$ cat src/pkg/nprs_regs.vh
// Purpose: shared constants for the nand page and cache read sequencer
// Assumes: byte-wide command/address cycles latched on clk_i
// Notes:   times in ns, cycle counts derived at 20 MHz
`ifndef NPRS_REGS_VH
`define NPRS_REGS_VH
`define NPRS_CLK_NS           50
`define NPRS_CMD_READ         8'h00
`define NPRS_CMD_READ_CONF    8'h30
`define NPRS_CMD_CACHE_SEQ    8'h31
`define NPRS_CMD_MP_CONF      8'h32
`define NPRS_CMD_CACHE_LAST   8'h3F
`define NPRS_CMD_CHG_COL      8'h05
`define NPRS_CMD_CHG_COL_ENH  8'h06
`define NPRS_CMD_CHG_COL_CONF 8'hE0
`define NPRS_CMD_STATUS       8'h70
`define NPRS_CMD_STATUS_ENH   8'h78
`define NPRS_CMD_RESET        8'hFF
`define NPRS_CMD_SYNC_RESET   8'hFC
`define NPRS_ARRAY_READ_NS    25000
`define NPRS_CACHE_BUSY_NS    3000
`define NPRS_ARRAY_READ_CYC   ((`NPRS_ARRAY_READ_NS + `NPRS_CLK_NS - 1) / `NPRS_CLK_NS)
`define NPRS_CACHE_BUSY_CYC   ((`NPRS_CACHE_BUSY_NS + `NPRS_CLK_NS - 1) / `NPRS_CLK_NS)
`define NPRS_ADDR_CYCLES      5
`define NPRS_COL_RESET        16'h0000
`endif

$ cat src/core/nprs_busy_timer.v
// Purpose: down-counter timing array read and cache busy periods
// Assumes: load pulse starts a period; done pulses once at its end
// Notes:   a new load restarts the count
`timescale 1ns/1ns
module nprs_busy_timer #(
  parameter WIDTH = 16
) (
  // clock and reset
  input  wire             clk_i,
  input  wire             rst_n_i,
  // control
  input  wire             load_i,
  input  wire [WIDTH-1:0] count_i,
  // status
  output reg              busy_o,
  output reg              done_o
);
  reg [WIDTH-1:0] remain;

  // count down, flag the final cycle
  always @(posedge clk_i or negedge rst_n_i) begin
    if (!rst_n_i) begin
      remain <= {WIDTH{1'b0}};
      busy_o <= 1'b0;
      done_o <= 1'b0;
    end else begin
      done_o <= 1'b0;
      if (load_i) begin
        remain <= count_i;
        busy_o <= 1'b1;
      end else if (busy_o) begin
        if (remain <= {{(WIDTH-1){1'b0}}, 1'b1}) begin
          busy_o <= 1'b0;
          done_o <= 1'b1;
        end else begin
          remain <= remain - {{(WIDTH-1){1'b0}}, 1'b1};
        end
      end
    end
  end
endmodule

$ cat src/core/nprs_plane_regs.v
// Purpose: per-plane page pointers for data and cache registers
// Assumes: one pointer pair per plane, updated by strobes
// Notes:   cache pointer names the page now held in the cache register
`timescale 1ns/1ns
module nprs_plane_regs #(
  parameter PLANES = 2,
  parameter ROW_W  = 24
) (
  // clock and reset
  input  wire                    clk_i,
  input  wire                    rst_n_i,
  // update strobes
  input  wire [PLANES-1:0]       load_data_i,
  input  wire [ROW_W-1:0]        row_i,
  input  wire [PLANES-1:0]       seq_i,
  input  wire [PLANES-1:0]       data_to_cache_i,
  // contents
  output wire [PLANES*ROW_W-1:0] cache_rows_o
);
  genvar p;
  generate
    for (p = 0; p < PLANES; p = p + 1) begin : g_plane
      reg [ROW_W-1:0] data_row;
      reg [ROW_W-1:0] cache_row;
      // load wins over increment; copy then takes the old data page
      always @(posedge clk_i or negedge rst_n_i) begin
        if (!rst_n_i) begin
          data_row  <= {ROW_W{1'b0}};
          cache_row <= {ROW_W{1'b0}};
        end else begin
          if (data_to_cache_i[p])
            cache_row <= data_row;
          if (load_data_i[p])
            data_row <= row_i;
          else if (seq_i[p])
            data_row <= data_row + {{(ROW_W-1){1'b0}}, 1'b1};
        end
      end
      assign cache_rows_o[p*ROW_W +: ROW_W] = cache_row;
    end
  endgenerate
endmodule

$ cat src/core/nprs_read_seq.v
// Purpose: page, cache and multi-plane read command sequencing of one die
// Assumes: one command or address byte per strobe, synchronous to clk_i
// Notes:   array contents are not modelled; only pointers and status
// What this block does
// - page read alone loads the plane's cache register and enables output
// - sequential cache read loads the next page into the data register
// - random cache read loads the given page of any plane into data register
// - after a cache read command, busy low and both ready bits clear
// - after cache busy, pin high, lun ready, array busy, column zero
// - change read column moves the output column during cache output
// - cache-read-last: busy, then fully ready with column zero; data copied to cache a cycle later
// - multi-plane pairs load each plane's data register at its 32h; all planes copy to cache together
// - enhanced change read column selects the plane driving output
// - multi-plane sequential cache read advances every addressed plane
// - read mode ends status output and resumes data output
// - read mode accepted when ready or while only array busy
// - multi-plane cache-read-last goes ready, then copies the data register of every addressed plane a cycle later
// - random cache read ignores the column and uses the row only
`timescale 1ns/1ns
`include "nprs_regs.vh"
module nprs_read_seq #(
  parameter PLANES        = 2,
  parameter PLANE_W       = 1,
  parameter ROW_W         = 24,
  parameter COL_W         = 16,
  parameter TMR_W         = 16,
  parameter ARRAY_READ_CY = `NPRS_ARRAY_READ_CYC,
  parameter CACHE_BUSY_CY = `NPRS_CACHE_BUSY_CYC
) (
  // clock and reset
  input  wire                    clk_i,
  input  wire                    reset_n_i,
  // host bus cycles
  input  wire                    cmd_we_i,
  input  wire                    addr_we_i,
  input  wire [7:0]              dq_i,
  // status pin and bits
  output reg                     ready_busy_n_o,
  output reg                     lun_ready_o,
  output reg                     array_ready_bit_o,
  // output path
  output reg                     data_out_en_o,
  output reg                     status_out_en_o,
  output reg [PLANE_W-1:0]       out_plane_o,
  output reg [COL_W-1:0]         out_col_o,
  output reg [ROW_W-1:0]         out_row_o,
  output reg                     cmd_reject_o
);
  // command states
  localparam ST_IDLE   = 3'd0;
  localparam ST_ADDR   = 3'd1;
  localparam ST_CONF   = 3'd2;
  localparam ST_COL    = 3'd3;
  // op codes held while address cycles arrive
  localparam OP_READ   = 2'd0;
  localparam OP_COL    = 2'd1;
  localparam OP_COLENH = 2'd2;
  // array modes
  localparam M_READY   = 2'd0;
  localparam M_ARRAY   = 2'd1;
  localparam M_CBUSY   = 2'd2;
  localparam M_CACHE   = 2'd3;

  reg  [1:0]              rst_sync;
  wire                    rst_n = rst_sync[1];
  reg  [2:0]              state;
  reg  [1:0]              op;
  reg  [2:0]              acnt;
  reg  [39:0]             abuf;
  reg  [1:0]              mode;
  reg                     last_pending;
  reg  [PLANES-1:0]       mp_mask;
  reg  [PLANES-1:0]       active_mask;
  reg                     tmr_load;
  reg  [TMR_W-1:0]        tmr_count;
  wire                    tmr_busy;
  wire                    tmr_done;
  reg  [PLANES-1:0]       load_data;
  reg  [PLANES-1:0]       seq_step;
  reg  [PLANES-1:0]       to_cache;
  reg  [ROW_W-1:0]        load_row;
  wire [PLANES*ROW_W-1:0] cache_rows;

  // plane field sits in the low row bits
  function [PLANE_W-1:0] plane_of;
    input [39:0] a;
    plane_of = a[16 +: PLANE_W];
  endfunction

  function [PLANES-1:0] onehot;
    input [PLANE_W-1:0] p;
    onehot = {{(PLANES-1){1'b0}}, 1'b1} << p;
  endfunction

  // release reset through two flops
  always @(posedge clk_i or negedge reset_n_i) begin
    if (!reset_n_i)
      rst_sync <= 2'b00;
    else
      rst_sync <= {rst_sync[0], 1'b1};
  end

  nprs_busy_timer #(.WIDTH(TMR_W)) u_timer (
    .clk_i   (clk_i),
    .rst_n_i (rst_n),
    .load_i  (tmr_load),
    .count_i (tmr_count),
    .busy_o  (tmr_busy),
    .done_o  (tmr_done)
  );

  nprs_plane_regs #(.PLANES(PLANES), .ROW_W(ROW_W)) u_planes (
    .clk_i           (clk_i),
    .rst_n_i         (rst_n),
    .load_data_i     (load_data),
    .row_i           (load_row),
    .seq_i           (seq_step),
    .data_to_cache_i (to_cache),
    .cache_rows_o    (cache_rows)
  );

  wire cmd_now   = cmd_we_i;
  wire is_reset  = cmd_now && (dq_i == `NPRS_CMD_RESET || dq_i == `NPRS_CMD_SYNC_RESET);
  wire is_status = cmd_now && (dq_i == `NPRS_CMD_STATUS || dq_i == `NPRS_CMD_STATUS_ENH);
  wire full_rdy  = (mode == M_READY);
  wire cache_rdy = (mode == M_CACHE);
  wire in_busy   = (mode == M_ARRAY) || (mode == M_CBUSY);
  wire [PLANE_W-1:0] a_plane = plane_of(abuf);

  // command decode and sequencing
  always @(posedge clk_i or negedge rst_n) begin
    if (!rst_n) begin
      state             <= ST_IDLE;
      op                <= OP_READ;
      acnt              <= 3'd0;
      abuf              <= 40'h0000000000;
      mode              <= M_READY;
      last_pending      <= 1'b0;
      mp_mask           <= {PLANES{1'b0}};
      active_mask       <= {{(PLANES-1){1'b0}}, 1'b1};
      tmr_load          <= 1'b0;
      tmr_count         <= {TMR_W{1'b0}};
      load_data         <= {PLANES{1'b0}};
      seq_step          <= {PLANES{1'b0}};
      to_cache          <= {PLANES{1'b0}};
      load_row          <= {ROW_W{1'b0}};
      ready_busy_n_o    <= 1'b1;
      lun_ready_o       <= 1'b1;
      array_ready_bit_o <= 1'b1;
      data_out_en_o     <= 1'b0;
      status_out_en_o   <= 1'b0;
      out_plane_o       <= {PLANE_W{1'b0}};
      out_col_o         <= `NPRS_COL_RESET;
      out_row_o         <= {ROW_W{1'b0}};
      cmd_reject_o      <= 1'b0;
    end else begin
      tmr_load     <= 1'b0;
      load_data    <= {PLANES{1'b0}};
      seq_step     <= {PLANES{1'b0}};
      to_cache     <= {PLANES{1'b0}};
      cmd_reject_o <= 1'b0;
      out_row_o    <= cache_rows[out_plane_o*ROW_W +: ROW_W];
      // end of a busy period
      if (tmr_done) begin
        ready_busy_n_o <= 1'b1;
        lun_ready_o    <= 1'b1;
        if (mode == M_CBUSY && !last_pending) begin
          mode              <= M_CACHE;
          array_ready_bit_o <= 1'b0;
          out_col_o         <= `NPRS_COL_RESET;
        end else begin
          mode              <= M_READY;
          array_ready_bit_o <= 1'b1;
          if (last_pending) begin
            to_cache  <= active_mask;
            out_col_o <= `NPRS_COL_RESET;
          end
        end
        last_pending <= 1'b0;
      end
      if (is_reset) begin
        // reset aborts everything and returns to ready
        state             <= ST_IDLE;
        mode              <= M_READY;
        mp_mask           <= {PLANES{1'b0}};
        last_pending      <= 1'b0;
        ready_busy_n_o    <= 1'b1;
        lun_ready_o       <= 1'b1;
        array_ready_bit_o <= 1'b1;
        data_out_en_o     <= 1'b0;
        status_out_en_o   <= 1'b0;
        tmr_load          <= 1'b1;
        tmr_count         <= {{(TMR_W-1){1'b0}}, 1'b1};
      end else if (is_status) begin
        status_out_en_o <= 1'b1;
        data_out_en_o   <= 1'b0;
      end else if (in_busy && (cmd_we_i || addr_we_i)) begin
        cmd_reject_o <= 1'b1;
      end else if (addr_we_i && state == ST_ADDR) begin
        abuf <= {dq_i, abuf[39:8]};
        acnt <= acnt + 3'd1;
        if ((op == OP_COL && acnt == 3'd1) || acnt == 3'd`NPRS_ADDR_CYCLES - 3'd1)
          state <= ST_CONF;
      end else if (cmd_now) begin
        // a bare read mode byte leaves an empty address phase; any new command decodes afresh
        case ((state == ST_ADDR && acnt == 3'd0) ? ST_IDLE : state)
          ST_IDLE: begin
            state <= ST_IDLE;
            if (dq_i == `NPRS_CMD_READ) begin
              if (status_out_en_o && (full_rdy || cache_rdy)) begin
                status_out_en_o <= 1'b0;
                data_out_en_o   <= 1'b1;
              end
              op    <= OP_READ;
              acnt  <= 3'd0;
              state <= ST_ADDR;
            end else if (dq_i == `NPRS_CMD_CHG_COL && (full_rdy || cache_rdy)) begin
              op    <= OP_COL;
              acnt  <= 3'd0;
              state <= ST_ADDR;
            end else if (dq_i == `NPRS_CMD_CHG_COL_ENH && (full_rdy || cache_rdy)) begin
              op    <= OP_COLENH;
              acnt  <= 3'd0;
              state <= ST_ADDR;
            end else if (dq_i == `NPRS_CMD_CACHE_SEQ && (full_rdy || cache_rdy)) begin
              seq_step          <= active_mask;
              to_cache          <= active_mask; // old data page moves out before the step
              mode              <= M_CBUSY;
              ready_busy_n_o    <= 1'b0;
              lun_ready_o       <= 1'b0;
              array_ready_bit_o <= 1'b0;
              data_out_en_o     <= 1'b0;
              tmr_load          <= 1'b1;
              tmr_count         <= CACHE_BUSY_CY[TMR_W-1:0];
            end else if (dq_i == `NPRS_CMD_CACHE_LAST && (full_rdy || cache_rdy)) begin
              last_pending      <= 1'b1;
              mode              <= M_CBUSY;
              ready_busy_n_o    <= 1'b0;
              lun_ready_o       <= 1'b0;
              array_ready_bit_o <= 1'b0;
              data_out_en_o     <= 1'b0;
              tmr_load          <= 1'b1;
              tmr_count         <= CACHE_BUSY_CY[TMR_W-1:0];
            end else begin
              cmd_reject_o <= 1'b1;
            end
          end
          ST_CONF: begin
            state <= ST_IDLE;
            if (op == OP_READ && dq_i == `NPRS_CMD_MP_CONF) begin
              mp_mask   <= mp_mask | onehot(a_plane);
              load_data <= onehot(a_plane);
              load_row  <= abuf[16 +: ROW_W];
            end else if (op == OP_READ && dq_i == `NPRS_CMD_READ_CONF && full_rdy) begin
              load_data         <= onehot(a_plane); // other planes loaded at 32h
              load_row          <= abuf[16 +: ROW_W];
              active_mask       <= mp_mask | onehot(a_plane);
              mp_mask           <= {PLANES{1'b0}};
              last_pending      <= 1'b1;        // array read lands in cache
              out_plane_o       <= a_plane;
              out_col_o         <= abuf[COL_W-1:0];
              mode              <= M_ARRAY;
              ready_busy_n_o    <= 1'b0;
              lun_ready_o       <= 1'b0;
              array_ready_bit_o <= 1'b0;
              data_out_en_o     <= 1'b1;
              tmr_load          <= 1'b1;
              tmr_count         <= ARRAY_READ_CY[TMR_W-1:0];
            end else if (op == OP_READ && dq_i == `NPRS_CMD_CACHE_SEQ) begin
              load_data         <= onehot(a_plane);
              to_cache          <= active_mask; // previous pages stay readable in cache
              load_row          <= abuf[16 +: ROW_W];
              active_mask       <= mp_mask | onehot(a_plane);
              mp_mask           <= {PLANES{1'b0}};
              mode              <= M_CBUSY;
              ready_busy_n_o    <= 1'b0;
              lun_ready_o       <= 1'b0;
              array_ready_bit_o <= 1'b0;
              data_out_en_o     <= 1'b0;
              tmr_load          <= 1'b1;
              tmr_count         <= CACHE_BUSY_CY[TMR_W-1:0];
            end else if (op == OP_COL && dq_i == `NPRS_CMD_CHG_COL_CONF) begin
              out_col_o       <= abuf[39 -: COL_W];
              data_out_en_o   <= 1'b1;
              status_out_en_o <= 1'b0;
            end else if (op == OP_COLENH && dq_i == `NPRS_CMD_CHG_COL_CONF) begin
              out_plane_o     <= a_plane;
              out_col_o       <= abuf[COL_W-1:0];
              data_out_en_o   <= 1'b1;
              status_out_en_o <= 1'b0;
            end else begin
              cmd_reject_o <= 1'b1;
            end
          end
          default: begin
            state        <= ST_IDLE;
            cmd_reject_o <= 1'b1;
          end
        endcase
      end
    end
  end
endmodule

$ cat config.mk
export PLATFORM = sky130hd
export DESIGN_NAME = nprs_read_seq
export DESIGN_NICKNAME = d
export VERILOG_FILES = /design/src/core/nprs_busy_timer.v /design/src/core/nprs_plane_regs.v /design/src/core/nprs_read_seq.v
export VERILOG_INCLUDE_DIRS = /design/src /design/src/pkg
export SDC_FILE = /design/constraint.sdc
export NUM_CORES = 1
export LEC_CHECK = 0
export BUFFER_PORTS_ARGS = -buffer_cell sky130_fd_sc_hd__buf_2
export CAP_MARGIN = 20
export CORE_MARGIN = 8
export CORE_UTILIZATION = 55
export DETAILED_ROUTE_END_ITERATION = 16
export PLACE_DENSITY = 0.8
export SYNTH_ARGS = -nofsm -noshare
export SYNTH_HDL_FRONTEND = slang
export SYNTH_SLANG_ARGS = --single-unit
$ cat constraint.sdc
create_clock -name clk_i -period 9.2 [get_ports clk_i]
set_input_delay 0.92 -clock clk_i [delete_from_list [all_inputs] [get_ports clk_i]]
set_output_delay 0.92 -clock clk_i [all_outputs]
set_load 0.1 [all_outputs]
==> metrics.md, run 1 <==
| Metric | Value |
|---|---|
| Outcome | finished clean |
| Fmax | 305.3 MHz |
| Clk buf depth | 3 |
| Crit share post-route | 35.60% |
| Storage cell area | 6315 µm² |
| Largest net degree at the start of global routing | 194 |
| Crit-path cells | inv_1, ha_1, nand2b_1, a311oi_1, nand3_1, o31a_1, o2bb2ai_1 |
| Synth top area cells | dfrtp_1, mux2_2, o21ai_0, nand2_1, xor2_1 |
| Pleak | 0.006015 µW |
| CP required | 9.59 ns |
| Fraction of layout cells with a size suffix above 1 | 26.46% |
| Fin worst setup slack | 5.925 ns |
| Largest area contributor in the netlist | dfrtp_1 |
| Placed Area | 11870 µm² |
| Post-synth net total | 984 |
| Synth cell count leaders | dfrtp_1, mux2_2, nand2_1 |
| Die W | 160.2 µm |
| Post-Route WL | 24.40 mm |
| Crit path time final | 3.275 ns |
| Post-CTS setup repair buffer count | 0 |
| #FFs+latches synth | 252 |
| # rows | 52 |
| CP Max Fanout | 21 |
| Total grt overflow | 0 |
| Via count | 7662 |
| Most frequent cell after synthesis | dfrtp_1 |
| Latest clock arrival within the worst-skew pair | 0.55 ns |
| Worst setup EP type | flop |
| Yosys cell types | 75 |
| Crit-path max cell delay | 0.74 ns |
| Fillers | 1558 |
| CTS H-tree depth | 1 |
| Residual DRC count | 0 |
| Crit-path slowest cell | o31a_1 |
| RSZ-0062 raised after global routing | false |
| CTS Buf Count | 27 |
| RePlAce Congestion | 0.8877 |
| Worst endpoint data arrival time | 3.67 ns |
| Slew @ Worst Pin | 1.056 ns |
| Global-route wire length before repair | 41.18 mm |
| Critical path's top delay family | compound AO/OA/AOI/OAI gates |
| Hold Crit Class | in2async |
| Resize count post-CTS | 0 |
| Drt pass-1 iters | 5 |
| Die ar. | 25670 µm² |
| FFs w/ async S/R, synth | 100.0% |
| Final Hold Viols | 0 |
| Post-CTS Hold Buffers | 0 |
| Final ANT Viol Nets | 0 |
| Root buf cell | clkbuf_16 |
| # setup viols final | 0 |
| Detailed-placement wirelength estimate | 16.35 mm |
| DIE HEIGHT | 160.2 µm |
| Vias in the first global route | 7730 |
| Initial antenna violation count | 0 |
| Mapped Avg Cell Area | 11.88 µm² |
| Reg clk slew, reported paths | 0.06 ns |
| Vias per inst | 5.903 |
| Final Hold Slack | 0.1435 ns |
| Setup WS pre-CTS | 5.588 ns |
| Main flop type after synthesis | dfrtp_1 |
| IO Pins | 59 |
| Pwr Density | 206.6 nW/µm² |
| Post-synth top area share | 54.24% |
| EDFF count, synth | 0 |
| All-Layer GR Usage | 19.27% |
| IO Port Bufs | 58 |
| Worst vdd ir | 155.3 µV |
| Diodes inserted | 0 |
| Multi-input logic area | 4806 µm² |
| Total Neg Setup Slack | 0 ns |
| Wire per inst | 18.80 µm |
| Synth Cell Area | 11440 µm² |
| Max transition margin | 28.93% |
| Fin. max-slew vios | 0 |
| CTS tree | built |
| Final #Nets | 1028 |
| Critical path startpoint category | flop |
| Final instance area | 12850 µm² |
| Critical setup path kind | reg2reg |
| Seq/Total Area, Yosys | 55.16% |
| Clock sink total | 252 |
| Fin Clk Skew | 0.03011 ns |
| Starting Density | 56.36% |
| Syn. warnings | 0 |
| Cells after Synth | 963 |
| Core Box Area | 20300 µm² |
| Area Growth Syn to Fin | 12.29% |
| DRT iter0 DRCs | 534 |
| CP bufs+invs | 1 |
| Number of max-cap violations | 0 |
==> routing by layer <==
metal	track usage (%)	vias up	wire length, µm
met4	6.330	0	636
met2	29.66	200	10980
li1	-	3592	-
met3	3.393	46	1207
met5	0	-	0
met1	27.21	3824	11580
==> cells by family (layout without fill, tap and decap cells) <==
family / Yosys count / count (layout) / synth area share (%)
xor+xnor: 54 / 54 / 4.134
compound gates: 176 / 176 / 10.44
fa+ha+maj: 9 / 9 / 0.9843
mux: 140 / 140 / 14.09
flops: 252 / 252 / 55.16
buf+inv: 69 / 134 / 2.843
other cells: 1 / 1 / 0.03278
simple gates: 262 / 262 / 12.31
==> worst reg2reg max path, delay by kind of cell, from the launching register on <==
| family | cells | cell delay (ns) |
|---|---|---|
| AOI/OAI and AO/OA | 3 | 1.25 |
| and+or+nand+nor | 2 | 1.04 |
| adders and majority gates | 1 | 0.49 |
| DFF | 1 | 0.32 |
| buffers and inverters | 1 | 0.06 |
==> registers in the layout (all words and copies together), names as in the netlist, 3 cells and up <==
name,cells
acnt,3
abuf,40
tmr_count,4
u_timer.remain,16
out_row_o,24
out_col_o,16
u_planes.g_plane.cache_row,48
u_planes.g_plane.data_row,48
load_row,24
==> placed cells by master (no fill, tap or decap), types with 4 or more instances in the layout <==
cell type and n:
o2bb2ai_1 16, dfrtp_1 247, buf_2 58, o211ai_1 5
ha_1 9, or4_1 5, nor3_1 16, clkbuf_16 27
a31oi_1 5, inv_1 18, mux2_2 122, nand2b_1 6
dfstp_2 4, a21oi_1 16, o21a_1 5, a21o_1 5
a22oi_1 18, o21ai_0 66, clkbuf_8 5, or3_1 6
xor2_1 32, and2_1 7, nand4_1 18, mux2_4 10
o31ai_1 6, o31a_1 5, xnor2_1 22, mux2_1 6
nand2_1 83, and3_1 12, nand3_1 20, nor4_1 15
clkinv_2 6, nor2b_1 4, buf_4 4, nor2_1 38
==> worst paths after layout <==
check | start | to | slack [ns] | depth (start not counted)
min reg2reg | rst_sync[0]$_DFF_PN0_ | rst_sync[1]$_DFF_PN0_ | 0.36 | 0
max | mode[0]$_DFF_PN0_ | out_col_o[6]$_DFF_PN0_ | 5.92 | 7
max reg2reg | mode[0]$_DFF_PN0_ | out_col_o[6]$_DFF_PN0_ | 5.92 | 7
min in group clk_i | rst_sync[0]$_DFF_PN0_ | rst_sync[1]$_DFF_PN0_ | 0.36 | 0
min | reset_n_i | rst_sync[1]$_DFF_PN0_ | 0.14 | 1
max in group asynchronous | rst_sync[1]$_DFF_PN0_ | data_out_en_o$_DFFE_PN0P_ | 7.29 | 1
==> layout make-up <==
| cell class | instances | share of cell area [%] |
|---|---|---|
| flip-flops and latches | 252 | 49.15 |
| repair buffers | 66 | 3.165 |
| clock buffers | 35 | 5.882 |
| well taps | 270 | 2.630 |
| multi-input cells | 642 | 37.41 |
| inverters | 18 | 0.5259 |
| clock inverters | 15 | 1.237 |
==> report_power, final <==
group / total [µW] / switching, µW / internal (µW)
combinational: 322 / 204 / 118
clock: 1090 / 446 / 642
sequential: 1240 / 76.1 / 1170
==> stage by stage <==
stage               total power, µW  instances  util [%]
floorplan                      1523        963         -
global placement               1575       1245     58.46
detailed placement             1584       1245     58.46
CTS                            2677       1295     62.96
global route                   2761       1298     63.29
finish                         2654       1298     63.29
Note: power is estimated with default switching activity, not from simulation.
==> inputs of run 2 (changes only) <==
--- a/config.mk
+++ b/config.mk
@@ -11,7 +11,7 @@
 export CORE_MARGIN = 8
 export CORE_UTILIZATION = 55
 export DETAILED_ROUTE_END_ITERATION = 16
-export PLACE_DENSITY = 0.8
+export PLACE_DENSITY = 0.83
 export SYNTH_ARGS = -nofsm -noshare
 export SYNTH_HDL_FRONTEND = slang
 export SYNTH_SLANG_ARGS = --single-unit
==> constraint.sdc (replaced) <==
create_clock -name clk_i -period 2.95 [get_ports clk_i]
set_input_delay 0.295 -clock clk_i [delete_from_list [all_inputs] [get_ports clk_i]]
set_output_delay 0.295 -clock clk_i [all_outputs]
set_load 0.1 [all_outputs]
==> metrics.md, run 2 (synthesized netlist as in run 1, its figures left out) <==
| Metric | Value |
|---|---|
| Placed Area | 12010 µm² |
| Slew @ Worst Pin | 1.023 ns |
| Diodes inserted | 0 |
| Placed Cells | 1257 |
| Fin worst setup slack | 0.3906 ns |
| Core Box Area | 20300 µm² |
| Reg2Reg Setup Slack | 0.39 ns |
| Fraction of layout cells with a size suffix above 1 | 26.54% |
| Critical setup path kind | reg2reg |
| Global-route wire length before repair | 42.20 mm |
| Final ANT Viol Nets | 0 |
| Initial antenna violation count | 0 |
| Via count | 7826 |
| CTS Buf Count | 26 |
| Root buf cell | clkbuf_16 |
| Worst vdd ir | 450.0 µV |
| Max transition margin | 31.77% |
| Fin Clk Skew | 0.02583 ns |
| Fin. max-slew vios | 0 |
| Total grt overflow | 0 |
| Post-Route WL | 24.97 mm |
| Pleak | 0.006078 µW |
| Crit-path max cell delay | 0.51 ns |
| DRT iter0 DRCs | 605 |
| Drt pass-1 iters | 5 |
| Total Neg Setup Slack | 0 ns |
| Vias in the first global route | 7934 |
| Crit path time final | 2.559 ns |
| Fin cells | 1306 |
| Starting Density | 56.36% |
| # setup viols final | 0 |
| Die ar. | 25670 µm² |
| Final instance area | 12950 µm² |
| IO Pins | 59 |
| Largest registers | u_planes.g_plane.cache_row: 48 flops, u_planes.g_plane.data_row: 48 flops, abuf: 40 flops |
| RePlAce Congestion | 0.9292 |
| Area Growth Syn to Fin | 13.18% |
| Reg clk slew, reported paths | 0.06 ns |
| Crit-path cells | inv_1, ha_1, nand2b_1, a21oi_1, nand2_1, nor3_1, o21bai_1 |
| Die W | 160.2 µm |
| Crit-path slowest cell | nor3_1 |
| Resize count post-CTS | 0 |
| Worst endpoint data arrival time | 3.01 ns |
| Number of max-cap violations | 0 |
| R2R Path End | mode[1]$_DFF_PN0_ |
| All-Layer GR Usage | 19.67% |
| # rows | 52 |
| RSZ-0062 raised after global routing | false |
| Crit share post-route | 86.76% |
| FF-to-FF path depth | 7 |
| Fmax | 390.7 MHz |
| Detailed-placement wirelength estimate | 16.85 mm |
| Final #Nets | 1037 |
| DIE HEIGHT | 160.2 µm |
| Wire per inst | 19.12 µm |
| IO Port Bufs | 58 |
| Hold Crit Class | in2async |
| Outcome | finished clean |
| Vias per inst | 5.992 |
| Largest net degree at the start of global routing | 69 |
| CP Max Fanout | 13 |
| Latest clock arrival within the worst-skew pair | 0.55 ns |
| Setup WS pre-CTS | 0.4329 ns |
| Clk buf depth | 3 |
| Final Hold Viols | 0 |
| Most common cell after layout, fill and taps aside | dfrtp_1 |
| CTS tree | built |
| Worst setup EP type | flop |
| CTS H-tree depth | 1 |
| Critical R2R Launch | mode[0]$_DFF_PN0_ |
| Commonest non-fill, non-tap cells in the layout | dfrtp_1, mux2_2, nand2_1 |
| Critical path startpoint category | flop |
| Pwr Density | 647.2 nW/µm² |
| Clock sink total | 252 |
| CP required | 3.40 ns |
| Residual DRC count | 0 |
-- run 2: cell count changes in the layout (fill, tap and decap cells not counted), sizes merged --
cell / change
buf: +9
bufinv: +3
clkbuf: +1
clkinv: -1
clkinvlp: -3
dlygate4sd3: +1
inv: -2
-- run 2: critical path: cells and delay by family, from the launching register on --
kind | cells | cell delay [ns]
buf+inv | 1 | 0.06
simple gates | 3 | 1.04
fa+ha+maj | 1 | 0.47
compound gates | 2 | 0.58
flops | 1 | 0.33
-- run 2: area by class of cell --
class / count / area, µm²
inverter: 18 / 67.56
clock inverter: 12 / 214.0
sequential: 252 / 6315
tap: 270 / 337.8
clock buffer: 36 / 718.2
timing repair buffer: 76 / 490.5
fill: 1523 / 7351
multi-input combinational: 642 / 4806
-- run 2: stage by stage --
step	hold slack (ns)	power, µW	util [%]
after floorplan	-0.0005911	4750	-
after global placement	0.08060	4927	59.15
after detailed placement	0.08131	4943	59.15
after CTS	0.03953	8442	63.79
after global routing	0.04284	8729	63.79
final	0.05282	8381	63.79
-- run 2: per-layer routing --
metal / global-route usage [%] / vias to the layer above / routed length, µm
met2: 30.53 / 266 / 11430
met1: 27.73 / 3907 / 11490
met5: 0 / - / 0
met4: 5.777 / 0 / 565
met3: 3.599 / 50 / 1477
li1: - / 3603 / -
-- run 2: report_power, final --
group / leakage [µW] / switching, µW / internal (µW)
Sequential: 0.00347 / 235 / 3640
Combinational: 0.00216 / 637 / 377
Clock: 0.000456 / 1340 / 2150
-- run 2: worst max-delay path by stage --
stage / from / end / slack (ns) / cells after the start
after floorplan: rst_sync[1]$_DFF_PN0_ / abuf[0]$_DFFE_PN0P_ / 0.42 / 0
after global placement: mode[0]$_DFF_PN0_ / data_out_en_o$_DFFE_PN0P_ / 0.38 / 7
after detailed placement: dq_i[2] / abuf[6]$_DFFE_PN0P_ / 0.43 / 5
after CTS: mode[0]$_DFF_PN0_ / mode[1]$_DFF_PN0_ / 0.43 / 7
after global routing: mode[0]$_DFF_PN0_ / mode[1]$_DFF_PN0_ / 0.24 / 7
final: mode[0]$_DFF_PN0_ / mode[1]$_DFF_PN0_ / 0.39 / 7
-- run 2: timing repair --
item	in CTS	in global routing
setup buffers	0	0
hold endpoints to repair	2	0
hold buffers	1	0
==> inputs of run 3 (changes only) <==
--- a/config.mk
+++ b/config.mk
@@ -11,7 +11,7 @@
 export CORE_MARGIN = 8
 export CORE_UTILIZATION = 55
 export DETAILED_ROUTE_END_ITERATION = 16
-export PLACE_DENSITY = 0.83
+export PLACE_DENSITY = 0.8
 export SYNTH_ARGS = -nofsm -noshare
 export SYNTH_HDL_FRONTEND = slang
 export SYNTH_SLANG_ARGS = --single-unit
==> constraint.sdc (replaced) <==
create_clock -name clk_i -period 3.09 [get_ports clk_i]
set_input_delay 0.309 -clock clk_i [delete_from_list [all_inputs] [get_ports clk_i]]
set_output_delay 0.309 -clock clk_i [all_outputs]
set_load 0.1 [all_outputs]
==> metrics.md, run 3 (synthesized netlist as in run 1, its figures left out) <==
| Metric | Value |
|---|---|
| Global-route wire length before repair | 40.01 mm |
| Pwr Density | 626.0 nW/µm² |
| Fin. max-slew vios | 0 |
| RSZ-0062 raised after global routing | false |
| Crit path time final | 2.560 ns |
| Fillers | 1568 |
| Hold Crit Class | in2async |
| Pleak | 0.006066 µW |
| # rows | 52 |
| Total Neg Setup Slack | 0 ns |
| Met3 WL | 1.507 mm |
| Switch Pwr | 2101 µW |
| Post-Route WL | 24.15 mm |
| Internal power | 5989 µW |
| Post-route met1 wirelength | 11.24 mm |
| Diodes inserted | 0 |
| Worst setup EP type | flop |
| Clock sink total | 252 |
| Critical setup path kind | reg2reg |
| Slew @ Worst Pin | 1.011 ns |
| Fin cells | 1304 |
| Latest clock arrival within the worst-skew pair | 0.53 ns |
| Tot Pwr | 8090 µW |
| Fin Clk Skew | 0.02387 ns |
| Worst vdd ir | 569.1 µV |
| Clk pwr share | 42.2% |
| Sequential share of power | 45.9% |
| Crit-path max cell delay | 0.52 ns |
| Drt pass-1 iters | 7 |
| Largest registers | u_planes.g_plane.cache_row: 48 flops, u_planes.g_plane.data_row: 48 flops, abuf: 40 flops |
| Initial antenna violation count | 0 |
| Core Box Area | 20300 µm² |
| Final #Nets | 1035 |
| Crit-path slowest cell | o31a_1 |
| IO Port Bufs | 58 |
| CTS Buf Count | 26 |
| Vias per inst | 5.893 |
| Comb power frac | 12.0% |
| Number of max-cap violations | 0 |
| Root buf cell | clkbuf_16 |
| Final Hold Viols | 0 |
| Die ar. | 25670 µm² |
| Commonest non-fill, non-tap cells in the layout | dfrtp_1, mux2_2, nand2_1 |
| Post-CTS setup repair buffer count | 0 |
| Vias in the first global route | 7524 |
| # setup viols final | 0 |
| CTS H-tree depth | 1 |
| Critical path startpoint category | flop |
| WL met2 | 10.88 mm |
| Total grt overflow | 0 |
| Residual DRC count | 0 |
| Starting Density | 56.36% |
| CTS tree | built |
| Resize count post-CTS | 0 |
| Reg2Reg Setup Slack | 0.53 ns |
| Clk buf depth | 3 |
| Final ANT Viol Nets | 0 |
| Critical path's top delay family | compound AO/OA/AOI/OAI gates |
| Wire per inst | 18.52 µm |
| Outcome | finished clean |
| Post-CTS Hold Buffers | 1 |
| All-Layer GR Usage | 18.61% |
| IO Pins | 59 |
| Area Growth Syn to Fin | 12.96% |
| CP Max Fanout | 16 |
| Via count | 7684 |
| Storage cell area | 6315 µm² |
| Max transition margin | 32.57% |
| Top Metal Used | met4 |
| Fraction of layout cells with a size suffix above 1 | 26.31% |
| Largest net degree at the start of global routing | 72 |
| Most common cell after layout, fill and taps aside | dfrtp_1 |
| CP bufs+invs | 1 |
| RePlAce Congestion | 0.8779 |
| Switching Share | 25.97% |
| DIE HEIGHT | 160.2 µm |
| Crit share post-route | 82.84% |
| CP required | 3.50 ns |
| Fmax | 390.7 MHz |
| Crit-path cells | inv_1, ha_1, nand2b_1, a311oi_1, nand3_1, o31a_1, o2bb2ai_1 |
| Placed Cells | 1255 |
| Reg clk slew, reported paths | 0.06 ns |
| Multi-input logic area | 4806 µm² |
| Die W | 160.2 µm |
| Final Hold Slack | 0.08104 ns |
| Detailed-placement wirelength estimate | 16.20 mm |
| Worst endpoint data arrival time | 2.97 ns |
| DRT iter0 DRCs | 550 |
-- run 3: cell types whose count changed in the layout (fill, tap and decap cells not counted) --
| cell | previous run | this run |
|---|---|---|
| buf_12 | 5 | 3 |
| clkinv_2 | 5 | 3 |
| bufinv_16 | 5 | 6 |
| clkbuf_1 | 7 | 8 |
| clkbuf_8 | 3 | 4 |
| clkinv_16 | 1 | 0 |
| clkinv_4 | 1 | 0 |
| clkinv_8 | 0 | 1 |
-- run 3: worst paths after layout --
check,start,to,cells past startpoint
min reg2reg,rst_sync[0]$_DFF_PN0_,rst_sync[1]$_DFF_PN0_,0
min in group clk_i,dq_i[7],abuf[39]$_DFFE_PN0P_,2
max,mode[1]$_DFF_PN0_,out_col_o[9]$_DFF_PN0_,7
max reg2reg,mode[1]$_DFF_PN0_,out_col_o[9]$_DFF_PN0_,7
max in group asynchronous,rst_sync[1]$_DFF_PN0_,u_planes.g_plane[0].cache_row[10]$_DFFE_PN0P_,1
min,reset_n_i,rst_sync[1]$_DFF_PN0_,2
-- run 3: area by class of cell --
type	instances	share of cell area (%)
clock buffers	38	5.693
clock inverters	10	1.636
inverters	18	0.5228
multi-input cells	642	37.19
flip-flops and latches	252	48.86
well taps	270	2.614
repair buffers	74	3.485
-- run 3: power groups by stage --
stage               clock [µW]  sequential, µW  combinational [µW]
finish                    3410            3710                 968
global route              3600            3730                1050
CTS                       3470            3710                 971
detailed placement           0            3760                 965
global placement             0            3750                 951
floorplan                    0            3880                 653
-- run 3: through the flow --
| step | worst slack, ns | util, % | area [µm²] |
|---|---|---|---|
| after floorplan | 0.5600 | - | 11440 |
| final | 0.5304 | 63.66 | 12920 |
| after global routing | 0.4116 | 63.66 | 12920 |
| after CTS | 0.5524 | 63.66 | 12920 |
| after global placement | 0.5299 | 58.95 | 11970 |
| after detailed placement | 0.5569 | 58.95 | 11970 |
-- run 3: layer usage --
layer / GRT usage, % / vias up
met1: 26.90 / 3804
met2: 28.24 / 253
met5: 0 / -
met3: 3.265 / 45
met4: 5.395 / 0
li1: - / 3582
